==> src/fdcotr_cfg.svh <==
`ifndef FDCOTR_CFG_SVH
`define FDCOTR_CFG_SVH

// register byte offsets on the apb bus
`define FDCOTR_OFF_DIAG 12'h000
`define FDCOTR_OFF_DOC 12'h004
`define FDCOTR_OFF_TAPE 12'h008
`define FDCOTR_OFF_CFG 12'h00c

// reset values
`define FDCOTR_DOC_RESET 8'h00
`define FDCOTR_TAPE_RESET 4'h0
`define FDCOTR_CFG_RESET 6'h10
`define FDCOTR_PIN_RESET 8'h03

// drive_output_control field positions
`define FDCOTR_DOC_MOTOR_LSB 4
`define FDCOTR_DOC_DMA_BIT 3
`define FDCOTR_DOC_RST_BIT 2

// tape_media_assign field positions
`define FDCOTR_TAPE_SWAP_LSB 2

// controller reset low time
`define FDCOTR_CLK_PERIOD_NS 10
`define FDCOTR_RST_MIN_NS 100
`define FDCOTR_RST_MIN_CYC ((`FDCOTR_RST_MIN_NS + `FDCOTR_CLK_PERIOD_NS - 1) / `FDCOTR_CLK_PERIOD_NS)

`endif

==> src/fdcotr_pkg.sv <==
`default_nettype none
package fdcotr_pkg;
    // host register mode
    typedef enum logic [1:0] {
        FDCOTR_LEGACY = 2'b00,
        FDCOTR_EXTENDED = 2'b01,
        FDCOTR_COMPACT = 2'b10
    } fdcotr_host_type;

    // tape register mode
    typedef enum logic [1:0] {
        FDCOTR_TAPE_COMPAT = 2'b00,
        FDCOTR_TAPE_SENSE = 2'b01,
        FDCOTR_TAPE_ENH = 2'b10
    } fdcotr_tape_mode_type;

    // configuration register, bit 5 down to 0
    typedef struct packed {
        logic asc_enhanced;
        logic fcr_compat;
        logic fcr_swap01;
        logic four_drive;
        fdcotr_host_type host_mode;
    } fdcotr_cfg_type;

    // drive interface pins, bit 7 down to 0
    typedef struct packed {
        logic drive_ident_1;
        logic drive_ident_0;
        logic media_valid_1;
        logic media_valid_0;
        logic media_sense_high;
        logic media_sense_low;
        logic read_data_n;
        logic second_drive_installed_n;
    } fdcotr_pins_type;
endpackage : fdcotr_pkg
`default_nettype wire

==> src/fdcotr_regs.sv <==
// Design decisions made here: the placing of the registers and the APB register port.
`default_nettype none
`include "fdcotr_cfg.svh"

module fdcotr_regs
    import fdcotr_pkg::*;
(
    input wire logic pclk,
    input wire logic presetn,
    input wire logic psel,
    input wire logic penable,
    input wire logic pwrite,
    input wire logic [11:0] paddr,
    input wire logic [31:0] pwdata,
    input wire logic [3:0] pstrb,
    output logic [31:0] prdata,
    output logic pready,
    output logic pslverr,
    input wire fdcotr_pins_type pins,
    input wire logic write_data_n,
    input wire logic write_gate_out,
    input wire logic input_reg_read,
    output logic [3:0] drive_select_n,
    output logic shared_drive_select_2_3_n,
    output logic [3:0] motor_on_n,
    output logic dma_irq_gate,
    output logic ctrl_reset_n,
    output logic [1:0] tape_drive_assign
);
    localparam logic [7:0] pin_rst = `FDCOTR_PIN_RESET;
    localparam logic [3:0] rst_min = 4'(`FDCOTR_RST_MIN_CYC);

    // address decode: {hit, index}
    function automatic logic [2:0] fdcotr_decode(input logic [11:0] addr);
        logic [2:0] res;
        res = 3'h0;
        if (addr == `FDCOTR_OFF_DIAG) begin
            res = 3'h4;
        end else if (addr == `FDCOTR_OFF_DOC) begin
            res = 3'h5;
        end else if (addr == `FDCOTR_OFF_TAPE) begin
            res = 3'h6;
        end else if (addr == `FDCOTR_OFF_CFG) begin
            res = 3'h7;
        end
        return res;
    endfunction : fdcotr_decode

    logic [7:0] doc;
    logic [3:0] tape;
    fdcotr_cfg_type cfg;
    logic [7:0] sync1;
    logic [7:0] sync2;
    logic [7:0] sync3;
    logic [7:0] pin_q;
    fdcotr_pins_type pin_s;
    logic rdata_prev;
    logic wdata_prev;
    logic write_gate_out_prev;
    logic wdata_lat;
    logic rdata_lat;
    logic write_gate_out_lat;
    logic [3:0] rst_cnt;
    logic [2:0] dec;
    logic access;
    logic wr_en;
    fdcotr_tape_mode_type tape_mode;
    logic [3:0] ds_int;
    logic [3:0] mt_int;
    logic [3:0] next_ds;
    logic [3:0] next_mt;
    logic [7:0] diag_val;
    logic [7:0] doc_val;
    logic [7:0] tape_val;
    logic valid_bit;
    logic [7:0] rd_val;

    // pin synchronisers, value moves once stages two and three agree
    genvar gi;
    generate
        for (gi = 0; gi < 8; gi++) begin : g_sync
            always_ff @(posedge pclk or negedge presetn) begin
                if (!presetn) begin
                    sync1[gi] <= pin_rst[gi];
                    sync2[gi] <= pin_rst[gi];
                    sync3[gi] <= pin_rst[gi];
                    pin_q[gi] <= pin_rst[gi];
                end else begin
                    sync1[gi] <= pins[gi];
                    sync2[gi] <= sync1[gi];
                    sync3[gi] <= sync2[gi];
                    if (sync2[gi] == sync3[gi]) begin
                        pin_q[gi] <= sync3[gi];
                    end
                end
            end
        end
    endgenerate
    assign pin_s = pin_q;

    // bus decode and access strobe
    assign dec = fdcotr_decode(paddr);
    assign access = psel && penable && pready;
    assign wr_en = access && pwrite && pstrb[0];

    // no wait state: ready rises in the access phase only
    always_ff @(posedge pclk or negedge presetn) begin
        if (!presetn) begin
            pready <= 1'b0;
        end else begin
            pready <= psel && !penable && !pready;
        end
    end

    // unmapped addresses answer with an error
    always_ff @(posedge pclk or negedge presetn) begin
        if (!presetn) begin
            pslverr <= 1'b0;
        end else begin
            pslverr <= psel && !penable && !dec[2];
        end
    end

    // drive output control, untouched by the controller soft reset
    always_ff @(posedge pclk or negedge presetn) begin
        if (!presetn) begin
            doc <= `FDCOTR_DOC_RESET;
        end else if (wr_en && dec == 3'h5) begin
            doc <= pwdata[7:0];
        end
    end

    // tape assignment and exchange bits
    always_ff @(posedge pclk or negedge presetn) begin
        if (!presetn) begin
            tape <= `FDCOTR_TAPE_RESET;
        end else if (wr_en && dec == 3'h6) begin
            tape <= pwdata[3:0];
        end
    end

    // block configuration bits
    always_ff @(posedge pclk or negedge presetn) begin
        if (!presetn) begin
            cfg <= `FDCOTR_CFG_RESET;
        end else if (wr_en && dec == 3'h7) begin
            cfg <= pwdata[5:0];
        end
    end

    // previous levels for edge detection
    always_ff @(posedge pclk or negedge presetn) begin
        if (!presetn) begin
            rdata_prev <= 1'b1;
            wdata_prev <= 1'b1;
            write_gate_out_prev <= 1'b0;
        end else begin
            rdata_prev <= pin_s.read_data_n;
            wdata_prev <= write_data_n;
            write_gate_out_prev <= write_gate_out;
        end
    end

    // latched diagnostics; a new edge beats the clearing read
    always_ff @(posedge pclk or negedge presetn) begin
        if (!presetn) begin
            wdata_lat <= 1'b0;
        end else if (write_data_n && !wdata_prev) begin
            wdata_lat <= 1'b1;
        end else if (input_reg_read) begin
            wdata_lat <= 1'b0;
        end
    end

    always_ff @(posedge pclk or negedge presetn) begin
        if (!presetn) begin
            rdata_lat <= 1'b0;
        end else if (pin_s.read_data_n && !rdata_prev) begin
            rdata_lat <= 1'b1;
        end else if (input_reg_read) begin
            rdata_lat <= 1'b0;
        end
    end

    always_ff @(posedge pclk or negedge presetn) begin
        if (!presetn) begin
            write_gate_out_lat <= 1'b0;
        end else if (write_gate_out && !write_gate_out_prev) begin
            write_gate_out_lat <= 1'b1;
        end else if (input_reg_read) begin
            write_gate_out_lat <= 1'b0;
        end
    end

    // reset stays on at least the minimum time after the bit returns high
    always_ff @(posedge pclk or negedge presetn) begin
        if (!presetn) begin
            rst_cnt <= 4'h0;
        end else if (!doc[`FDCOTR_DOC_RST_BIT]) begin
            rst_cnt <= rst_min;
        end else if (rst_cnt != 4'h0) begin
            rst_cnt <= rst_cnt - 4'h1;
        end
    end

    // controller reset also clears configure and mode settings elsewhere
    always_ff @(posedge pclk or negedge presetn) begin
        if (!presetn) begin
            ctrl_reset_n <= 1'b0;
        end else begin
            ctrl_reset_n <= doc[`FDCOTR_DOC_RST_BIT] && rst_cnt == 4'h0;
        end
    end

    // tape register mode from the two configuration bits
    always_comb begin
        if (cfg.asc_enhanced) begin
            tape_mode = FDCOTR_TAPE_ENH;
        end else if (cfg.fcr_compat) begin
            tape_mode = FDCOTR_TAPE_COMPAT;
        end else begin
            tape_mode = FDCOTR_TAPE_SENSE;
        end
    end

    // internal selects; none active while the controller is held in reset
    // drive 2 is kept outside four drive mode only so exchange 10 can reach pin 0
    always_comb begin
        ds_int = 4'h0;
        if (ctrl_reset_n) begin
            ds_int[doc[1:0]] = 1'b1;
        end
        mt_int = doc[7:`FDCOTR_DOC_MOTOR_LSB];
        if (!cfg.four_drive) begin
            ds_int[3] = 1'b0;
            if (!(tape_mode == FDCOTR_TAPE_ENH && tape[3:2] == 2'b10)) begin
                ds_int[2] = 1'b0;
            end
        end
    end

    // logical drive exchange onto the physical pins
    always_comb begin
        next_ds = ds_int;
        next_mt = mt_int;
        if (tape_mode == FDCOTR_TAPE_ENH && !cfg.four_drive) begin
            case (tape[3:2])
                2'b01: begin
                    if (cfg.fcr_swap01) begin
                        next_ds = {ds_int[3:2], ds_int[0], ds_int[1]};
                        next_mt = {mt_int[3:2], mt_int[0], mt_int[1]};
                    end
                end
                2'b10: begin
                    next_ds = {ds_int[3], ds_int[0], ds_int[1], ds_int[2]};
                    next_mt = {mt_int[3], mt_int[0], mt_int[1], mt_int[2]};
                end
                default: begin
                    next_ds = ds_int;
                    next_mt = mt_int;
                end
            endcase
        end
        // motor pins 3,2 masked after the exchange, not before it
        if (!cfg.four_drive) begin
            next_mt[3:2] = 2'b00;
        end
    end

    // physical drive outputs, active low
    always_ff @(posedge pclk or negedge presetn) begin
        if (!presetn) begin
            drive_select_n <= 4'hf;
            shared_drive_select_2_3_n <= 1'b1;
            motor_on_n <= 4'hf;
        end else begin
            drive_select_n <= ~next_ds;
            shared_drive_select_2_3_n <= ~(next_ds[2] | next_ds[3]);
            motor_on_n <= ~next_mt;
        end
    end

    // dma and interrupt pin gate
    always_ff @(posedge pclk or negedge presetn) begin
        if (!presetn) begin
            dma_irq_gate <= 1'b0;
        end else if (cfg.host_mode == FDCOTR_EXTENDED) begin
            dma_irq_gate <= 1'b1;
        end else begin
            dma_irq_gate <= doc[`FDCOTR_DOC_DMA_BIT];
        end
    end

    // tape drive assignment out to the data separator
    always_ff @(posedge pclk or negedge presetn) begin
        if (!presetn) begin
            tape_drive_assign <= 2'b00;
        end else begin
            tape_drive_assign <= tape[1:0];
        end
    end

    // read values of the three host registers
    always_comb begin
        diag_val = 8'h00;
        if (cfg.host_mode == FDCOTR_COMPACT) begin
            diag_val[7] = pin_s.second_drive_installed_n;
            diag_val[6] = drive_select_n[1];
            diag_val[5] = drive_select_n[0];
            diag_val[1] = drive_select_n[3];
            diag_val[0] = drive_select_n[2];
        end
        diag_val[4] = wdata_lat;
        diag_val[3] = rdata_lat;
        diag_val[2] = write_gate_out_lat;
        doc_val = doc;
        if (cfg.host_mode == FDCOTR_EXTENDED) begin
            doc_val[`FDCOTR_DOC_DMA_BIT] = 1'b0;
        end
        if (doc[1:0] == 2'b00) begin
            valid_bit = pin_s.media_valid_0;
        end else if (doc[1:0] == 2'b01) begin
            valid_bit = pin_s.media_valid_1;
        end else begin
            valid_bit = 1'b1;
        end
        case (tape_mode)
            FDCOTR_TAPE_SENSE: begin
                tape_val = {pin_s.media_sense_high, pin_s.media_sense_low,
                    valid_bit, 3'h0, tape[1:0]};
            end
            FDCOTR_TAPE_ENH: begin
                tape_val = {pin_s.media_sense_high, pin_s.media_sense_low,
                    pin_s.drive_ident_1, pin_s.drive_ident_0, tape};
            end
            default: begin
                tape_val = {6'h00, tape[1:0]};
            end
        endcase
    end

    // read mux by decoded index
    always_comb begin
        rd_val = 8'h00;
        if (dec == 3'h4) begin
            rd_val = diag_val;
        end else if (dec == 3'h5) begin
            rd_val = doc_val;
        end else if (dec == 3'h6) begin
            rd_val = tape_val;
        end else if (dec == 3'h7) begin
            rd_val = {2'b00, cfg};
        end
    end

    // read data captured in the setup cycle, held through access
    always_ff @(posedge pclk or negedge presetn) begin
        if (!presetn) begin
            prdata <= 32'h0000_0000;
        end else if (psel && !penable && !pwrite) begin
            prdata <= {24'h00_0000, rd_val};
        end
    end
endmodule : fdcotr_regs
`default_nettype wire

==> config.mk <==
export PLATFORM = sky130hd
export DESIGN_NAME = fdcotr_regs
export DESIGN_NICKNAME = d
export VERILOG_FILES = /design/src/fdcotr_pkg.sv /design/src/fdcotr_regs.sv
export VERILOG_INCLUDE_DIRS = /design/src
export SDC_FILE = /design/constraint.sdc
export NUM_CORES = 1
export LEC_CHECK = 0
export BUFFER_PORTS_ARGS = -buffer_cell sky130_fd_sc_hd__buf_2
export CORE_ASPECT_RATIO = 0.75
export CORE_MARGIN = 2
export CORE_UTILIZATION = 50
export CTS_BUF_LIST = sky130_fd_sc_hd__clkbuf_8
export CTS_CLUSTER_DIAMETER = 60
export DETAILED_ROUTE_END_ITERATION = 10
export PLACE_DENSITY = 0.78
export RECOVER_POWER = 25
export SETUP_SLACK_MARGIN = 0.05
export SLEW_MARGIN = 30
export SYNTH_ARGS = -nofsm -noshare
export SYNTH_HDL_FRONTEND = slang
export SYNTH_SLANG_ARGS = --single-unit
==> constraint.sdc <==
create_clock -name pclk -period 2.6 [get_ports pclk]
set_clock_uncertainty 0.15 [all_clocks]
set_input_delay 0.39 -clock pclk [delete_from_list [all_inputs] [get_ports pclk]]
set_output_delay 0.39 -clock pclk [all_outputs]
set_load 0.01 [all_outputs]
Word-level counts from Yosys, hierarchy flattened
Cells that the tools add are included.
{"block": "word_totals", "register_bits": 83, "inputBits": 64, "word_cells": 153}
{"block": "classes", "add_sub_neg": 1, "n_lt_le_gt_ge": 2, "n_eq_ne": 23, "n_mux": 35, "n_bitwise": 4, "reduce_logical": 33}
{"op": "equality test 12 x 4 -> 1 bit, second input constant", "count": 2}
{"op": "2-to-1 mux 8 bit", "count": 3}
{"op": "2-to-1 mux 3 bit", "count": 7}
{"op": "logical AND 1 bit", "count": 18}
{"op": "case mux 8 bit (2 select lines)", "count": 1}
{"op": "equality test 12 x 3 -> 1 bit, second input constant", "count": 1}
{"op": "equality test 3 bit, second input constant", "count": 4}
{"op": "logical NOT 12 bit", "count": 1}
{"op": "2-to-1 mux 2 bit", "count": 6}
{"op": "2-to-1 mux 4 bit", "count": 3}
{"op": "case mux 3 bit (2 select lines)", "count": 2}
{"op": "2-to-1 mux 1 bit", "count": 11}
{"op": "equality test 1 bit", "count": 8}
{"op": "equality test 2 x 1 -> 1 bit, second input constant", "count": 4}
{"op": "logical NOT 1 bit", "count": 8}
{"op": "inverter 4 bit", "count": 2}
{"op": "equality test 2 bit, second input constant", "count": 3}
{"op": "2-to-1 mux 6 bit", "count": 1}
{"op": "nonzero test 2 bit", "count": 3}
{"op": "logical NOT 4 bit", "count": 1}
{"op": "nonzero test 4 bit", "count": 1}
{"op": "subtractor 4 x 1 -> 4 bit, second input constant", "count": 1}
{"op": "less-than comparator 2 x 3 -> 1 bit, second input constant", "count": 1}
{"op": "demux 1 bit (select 2 bit)", "count": 1}
{"op": "other kinds (5)", "count": 5}

Longest topological paths before layout
Gate-level depths: netlist of run 1.
{"block": "logic_depth", "depth_word": 11, "mapped_depth": 6, "mapped_depth_nobuf": 6}

Worst setup path before layout of run 1
No wires, ideal clock.
{"block": "synth_timing", "path_type": "input -> register", "startpoint": "input port paddr[9]", "endpoint": "register doc[0]", "arrival_ps": 1468, "path_slack_ps": 857, "cell_stages": 5, "path_buffers": 1, "cell_sequence": "nor4_4 -> nand4_4 -> nor2b_4 -> buf_12 -> mux2_4"}
{"block": "synth_via", "elab_chain_cells": 7}
{"item": "from (decl)", "line": "fdcotr_regs.sv:13", "source": "input wire logic [11:0] paddr,"}
{"item": "equality test 12 x 4 -> 1 bit (no line)"}
{"item": "2-to-1 mux 3 bit", "line": "fdcotr_regs.sv:43", "source": "end else if (addr == `FDCOTR_OFF_CFG) begin"}
{"item": "2-to-1 mux 3 bit", "line": "fdcotr_regs.sv:41", "source": "end else if (addr == `FDCOTR_OFF_TAPE) begin"}
{"item": "2-to-1 mux 3 bit", "line": "fdcotr_regs.sv:39", "source": "end else if (addr == `FDCOTR_OFF_DOC) begin"}
{"item": "2-to-1 mux 3 bit *", "line": "fdcotr_regs.sv:37", "source": "if (addr == `FDCOTR_OFF_DIAG) begin"}
{"item": "equality test 3 bit *", "line": "fdcotr_regs.sv:128", "source": "end else if (wr_en && dec == 3'h5) begin"}
{"item": "logical AND 1 bit *", "line": "fdcotr_regs.sv:128"}
{"item": "to (signal assigned)", "line": "fdcotr_regs.sv:127", "source": "doc <= `FDCOTR_DOC_RESET;"}
{"item": "to (signal assigned)", "line": "fdcotr_regs.sv:129", "source": "doc <= pwdata[7:0];"}
{"item": "to (decl)", "line": "fdcotr_regs.sv:49", "source": "logic [7:0] doc;"}
Mark *: on every way between the ends. The rest lies on a longest branch, timed or not.
A chain may end at the register's enable or synchronous reset.

Final worst setup path of run 1
{"block": "layout_timing", "startpoint": "input port paddr[9]", "endpoint": "register doc[5]"}
Same word-level chain as after synthesis.

==> results of run 1 <==
-- registers in the layout, summed over array words and instances, names as in the netlist, 2 cells and up --
register	count
doc	8
pin_q	8
prdata	8
sync1	8
sync2	8
sync3	8
cfg	6
drive_select_n	4
motor_on_n	4
rst_cnt	4
tape	4
tape_drive_assign	2
-- stage by stage --
stage                     setup WS [ps]  std cells  hold WS [ps]  utilization, %
after detailed placement          508.0        419         186.4           56.04
after global routing              534.1        446         101.0           60.64
after global placement            543.4        419         183.4           56.04
after floorplan                   856.9        307        -55.59               -
after CTS                         716.1        446         87.84           60.92
final                             632.8        446         112.2           60.64
-- layer usage --
metal,share of wire [%],global-route usage (%),up-vias
met5,0,0,-
met4,0.65,3.649,0
met3,6.6,6.746,5
met2,45,28.08,84
met1,48,25.36,1118
li1,-,-,1073
-- report_power, final --
part / internal [mW] / total, mW / switching (mW)
sequential: 1.34 / 1.36 / 0.0188
clock: 0.584 / 1.01 / 0.422
combinational: 0.0600 / 0.147 / 0.0868
total: 1.98 / 2.51 / 0.527
-- synth_stat cells (all sizes together), types with 3 or more instances --
| library cell | instances |
|---|---|
| o21ai | 18 |
| and2 | 5 |
| dfrtp | 63 |
| nor3 | 4 |
| nand3 | 5 |
| dfstp | 20 |
| buf | 29 |
| o22ai | 3 |
| nand2b | 8 |
| nor2b | 6 |
| nand3b | 3 |
| clkbuf | 4 |
| maj3 | 8 |
| a21oi | 10 |
| ha | 3 |
| nand2 | 22 |
| nor2 | 8 |
| inv | 13 |
| mux2 | 18 |
| mux2i | 5 |
-- critical path, cell delays in order --
cell and delay, ps:
buf_2 90, nor4_1 540, nand4_4 260, nor2b_4 410, mux2_4 340
-- cell families after synthesis --
family,Yosys count
fa+ha+maj,11
buf+inv,46
other cells,1
compound gates,43
flops,83
mux,23
xor+xnor,1
simple gates,76
-- repair_timing --
item / 4_1_cts / 5_1_grt
hold endpoints to repair: 40 / 0
hold buffers: 11 / 0
setup endpoints to repair: 0 / 0
-- cell type report --
type | count | area (µm²)
clock inverter | 5 | 71.32
clock buffer | 11 | 151.4
timing repair buffer | 72 | 431.7
sequential | 83 | 2102
fill | 571 | 2689
multi-input combinational | 178 | 1232
tap | 84 | 105.1
inverter | 13 | 48.80
-- path summary, 6_finish.rpt --
| check | start | depth (start not counted) | endpoint | slack (ps) |
|---|---|---|---|---|
| max | paddr[9] | 5 | doc[5] | 630 |
| min | input_reg_read | 2 | write_gate_out_lat | 110 |
| max reg2reg | tape[2] | 6 | shared_drive_select_2_3_n | 720 |
| min reg2reg | sync1[6] | 0 | sync2[6] | 200 |
| max in group asynchronous | presetn | 3 | sync3[0] | 890 |
| min in group asynchronous | presetn | 2 | cfg[1] | 590 |
==> results.py, run 1 <==
metrics = {
    "outcome": {
        "status": "complete, no violations",
    },
    "timing": {
        "setup_tns_ps": 0,
        "maxSlewViolCount": 0,
        "fin_crit_ps": 1967,
        "tightestPinTransition_ps": 983.6,
        "min_period_over_period_pct": 75.66,
        "rsz0062_at_grt": "no",
        "slew-limit-headroom_pct": 34.43,
        "timing.fmax_mhz": 508.3,
        "setup_viol_count_final": 0,
        "hold_viol_final": 0,
    },
    "logic_synthesis": {
        "synth_top_family_by_area": "simple AND/OR/NAND/NOR gates",
        "synth_flop_cell": "dfrtp_1",
        "synth_edf_count": 0,
        "synth_compound_area_share_pct": 7.372,
        "synth_area_leader_cell": "dfrtp_1",
        "synth_cell_types": 49,
        "synth_fa_ha_area_share_pct": 3.316,
        "ys_ff_latch": 83,
        "ys_warn_count": 0,
        "syn_inst": 284,
        "yosysTopAreaCellShare_pct": 44.44,
        "synthTopCellsByArea": "dfrtp_1 44%, dfstp_2 15%, buf_4 5.1%",
        "ys_seq_area_share_pct": 59.26,
        "yosys.area_share.simple_pct": 13.72,
        "synth-xor-area-share_pct": 0.2469,
        "synth_mux_area_share_pct": 7.972,
        "async_flop_share_pct": 100.0,
        "synthesis.area_um2": 3547,
        "synth.avg_cell_area_um2": 12.49,
    },
    "critical_path": {
        "path_class": "in -> reg",
        "start_kind": "input port",
        "crit_arrival_ps": 2040,
        "critical_path_required_ps": 2680,
        "cp-end-kind": "register",
        "path_max_fanout": 8,
    },
    "placed_design": {
        "dp_hpwl_um": 4778,
        "placed_area_um2": 3829,
        "gp_congestion": 0.8494,
        "io_buffers": 59,
    },
    "cts": {
        "worstSkewPairLatency_ps": 350,
        "cts_made_buffers": 9,
        "cts-resized-gates": 0,
        "cts_setup_buffers": 0,
        "path_clk_slew_ps": 70,
        "cts_root_buffer": "clkbuf_8",
        "clock_sinks": 83,
        "htreeDepth": 3,
        "cts_tree": "built",
        "clockBufferDepth": 2,
    },
    "global_routing": {
        "grt_first_pass_wirelength_um": 10850,
        "antenna_found_initial": 0,
        "grt_use_total_pct": 18.35,
        "grt_overflow": 0,
        "grt_pass1_vias": 2159,
        "grt_max_degree": 47,
    },
    "floorplanning": {
        "row_count": 26,
        "core-area_um2": 6832,
        "die_area_um2": 7791,
        "die_w_um": 101.3,
        "io_pins": 111,
        "dieHeight_um": 76.95,
        "start_util_pct": 51.92,
    },
    "route": {
        "wl_um": 6769,
        "dr.pass1.iters": 4,
        "vias": 2280,
        "antenna_left": 0,
        "drt-initial-drc-count": 115,
        "vias_per_cell": 5.112,
        "routedWlPerCell_um": 15.18,
        "drc_errors": 0,
    },
    "cells_and_area": {
        "syn2layout_area_growth_pct": 16.79,
        "diodes": 0,
        "drive_above_1_share_pct": 32.60,
        "final_common_cell": "dfrtp_1",
        "mostFrequentLayoutCells": "63 x dfrtp_1, 57 x buf_2, 24 x conb_1, 22 x nand2_1, 18 x o21ai_0",
        "nNetsFinal": 424,
        "final_area_um2": 4143,
    },
    "job": {
        "cap_viol_max_count": 0,
    },
    "pwr": {
        "p_leak_nw": 1.899,
        "total_power_mw": 2.510,
        "power_density_nw_per_um2": 605.8,
        "vdd_drop_max_uv": 419.7,
    },
    "worst_hold_path": {
        "holdCritPathClass": "in -> reg",
    },
}
Note: power is estimated with default switching activity, not from simulation.
==> run 2, diff against run 1 <==
clock period = 1.9 ns   (was 2.6 ns; I/O delays follow)
==> run 2 against run 1 <==
Final area grew 3.8%. Clock power grew 39%. Setup slack got worse by 490 ps. Die area is the same. Combinational power rose by 46%. Flip-flop and latch count is the same. Sequential power increased by 37%. Wire length up 2.3%. Cell count rose by 2.9%. Worst hold slack lost 96 ps. Sequential share of layout area fell by 1.9 points.
==> results.py, run 2 (synthesis gave the netlist of run 1 again) <==
metrics = {
    "route": {
        "antenna_left": 0,
        "vias_per_cell": 5.107,
        "drt-initial-drc-count": 99,
        "drc_errors": 0,
        "vias": 2344,
        "wl_um": 6928,
        "routedWlPerCell_um": 15.09,
        "dr.pass1.iters": 4,
    },
    "timing": {
        "hold_viol_final": 0,
        "rsz0062_at_grt": "no",
        "setup_viol_count_final": 0,
        "fin_crit_ps": 1756,
        "min_period_over_period_pct": 92.41,
        "timing.fmax_mhz": 569.6,
        "maxSlewViolCount": 0,
        "layout_setup_ws_ps": 144.3,
        "whs_ps": 16.01,
        "setup_tns_ps": 0,
    },
    "floorplanning": {
        "io_pins": 111,
        "core-area_um2": 6832,
        "dieHeight_um": 76.95,
        "die_w_um": 101.3,
        "die_area_um2": 7791,
        "row_count": 26,
        "start_util_pct": 51.92,
    },
    "worst_hold_path": {
        "holdCritPathClass": "in -> reg",
        "hold_depth": 2,
        "hold_end": "doc[6]",
        "hp-start": "pwdata[6]",
    },
    "cts": {
        "worstSkewPairLatency_ps": 350,
        "cts_made_buffers": 9,
        "cts_root_buffer": "clkbuf_8",
        "clockBufferDepth": 2,
        "cts_tree": "built",
        "path_clk_slew_ps": 80,
        "clock_sinks": 83,
        "htreeDepth": 3,
    },
    "critical_path": {
        "crit_arrival_ps": 1860,
        "reg2reg_to": "drive_select_n[0]",
        "path_max_fanout": 8,
        "reg2reg_depth": 6,
        "critical_path_required_ps": 2010,
        "ff2ff_setup_slack_ps": 140,
        "r2r_start": "tape[2]",
        "path_class": "reg -> reg",
        "cp-end-kind": "register",
        "start_kind": "register",
    },
    "cells_and_area": {
        "fillers": 512,
        "drive_above_1_share_pct": 36.00,
        "syn2layout_area_growth_pct": 21.27,
        "mostFrequentLayoutCells": "63 x dfrtp_1, 56 x buf_2, 24 x conb_1, 22 x nand2_1, 18 x dfstp_2",
        "nNetsFinal": 437,
        "final_area_um2": 4302,
        "final_common_cell": "dfrtp_1",
        "diodes": 0,
        "finalCoreUtilization_pct": 62.97,
    },
    "global_routing": {
        "grt_overflow": 0,
        "grt_first_pass_wirelength_um": 11100,
        "grt_max_degree": 34,
        "antenna_found_initial": 0,
        "grt_use_total_pct": 18.56,
        "grt_pass1_vias": 2316,
    },
    "pwr": {
        "vdd_drop_max_uv": 566.0,
        "p_leak_nw": 1.961,
        "power_density_nw_per_um2": 808.4,
    },
    "outcome": {
        "status": "complete, no violations",
    },
    "placed_design": {
        "dpl_worst_slack_ps": 17.25,
        "gp_congestion": 0.8325,
        "dp_hpwl_um": 4883,
        "io_buffers": 59,
        "placed_area_um2": 3901,
    },
    "job": {
        "cap_viol_max_count": 0,
    },
}
run 2: critical path: stages, from the launching register on:
cell,delay (ps)
dfrtp_1,380
inv_1,110
ha_4,230
nor3b_4,330
buf_4,170
nor3_1,40
a311oi_1,250
run 2: worst max-delay path by stage:
stage               startpoint                        end  cells after the start
global route           tape[2]  shared_drive_select_2_3_n                      6
CTS                    tape[3]          drive_select_n[1]                      5
finish                 tape[2]          drive_select_n[0]                      6
floorplan               pready                     doc[0]                      5
detailed placement    paddr[9]                     cfg[1]                      5
global placement      paddr[9]                     doc[0]                      6
run 2: timing repair:
item | 4_1_cts | 5_1_grt
hold buffers | 12 | 1
buffers inserted | 0 | 3
setup endpoints to repair | 0 | 4
resized for setup | 0 | 4
hold endpoints to repair | 65 | 1
run 2: power breakdown:
group | switching [mW] | internal (mW)
sequential | 0.0268 | 1.83
combinational | 0.122 | 0.0914
clock | 0.600 | 0.805
total | 0.749 | 2.73
run 2: area by class of cell:
cell class	count	area [µm²]	area share, %
flip-flops and latches	83	2102	48.87
multi-input cells	178	1270	29.52
repair buffers	85	548.0	12.74
clock buffers	11	151.4	3.519
well taps	84	105.1	2.443
clock inverters	5	76.32	1.774
inverters	13	48.80	1.134
run 2: metal layers:
metal  vias to the layer above  routed length [µm]  track usage [%]
li1                       1099                   -                -
met1                      1140                3212            25.90
met2                        99                3208            28.01
met3                         6                 468            6.655
met4                         0                  39            4.189
met5                         -                   0                0
run 2: stage by stage:
step	instances	power, mW
5_1_grt	459	3.632
3_3_place_gp	427	2.079
3_5_place_dp	427	2.088
2_1_floorplan	307	2.008
4_1_cts	455	3.514
6_report	459	3.478
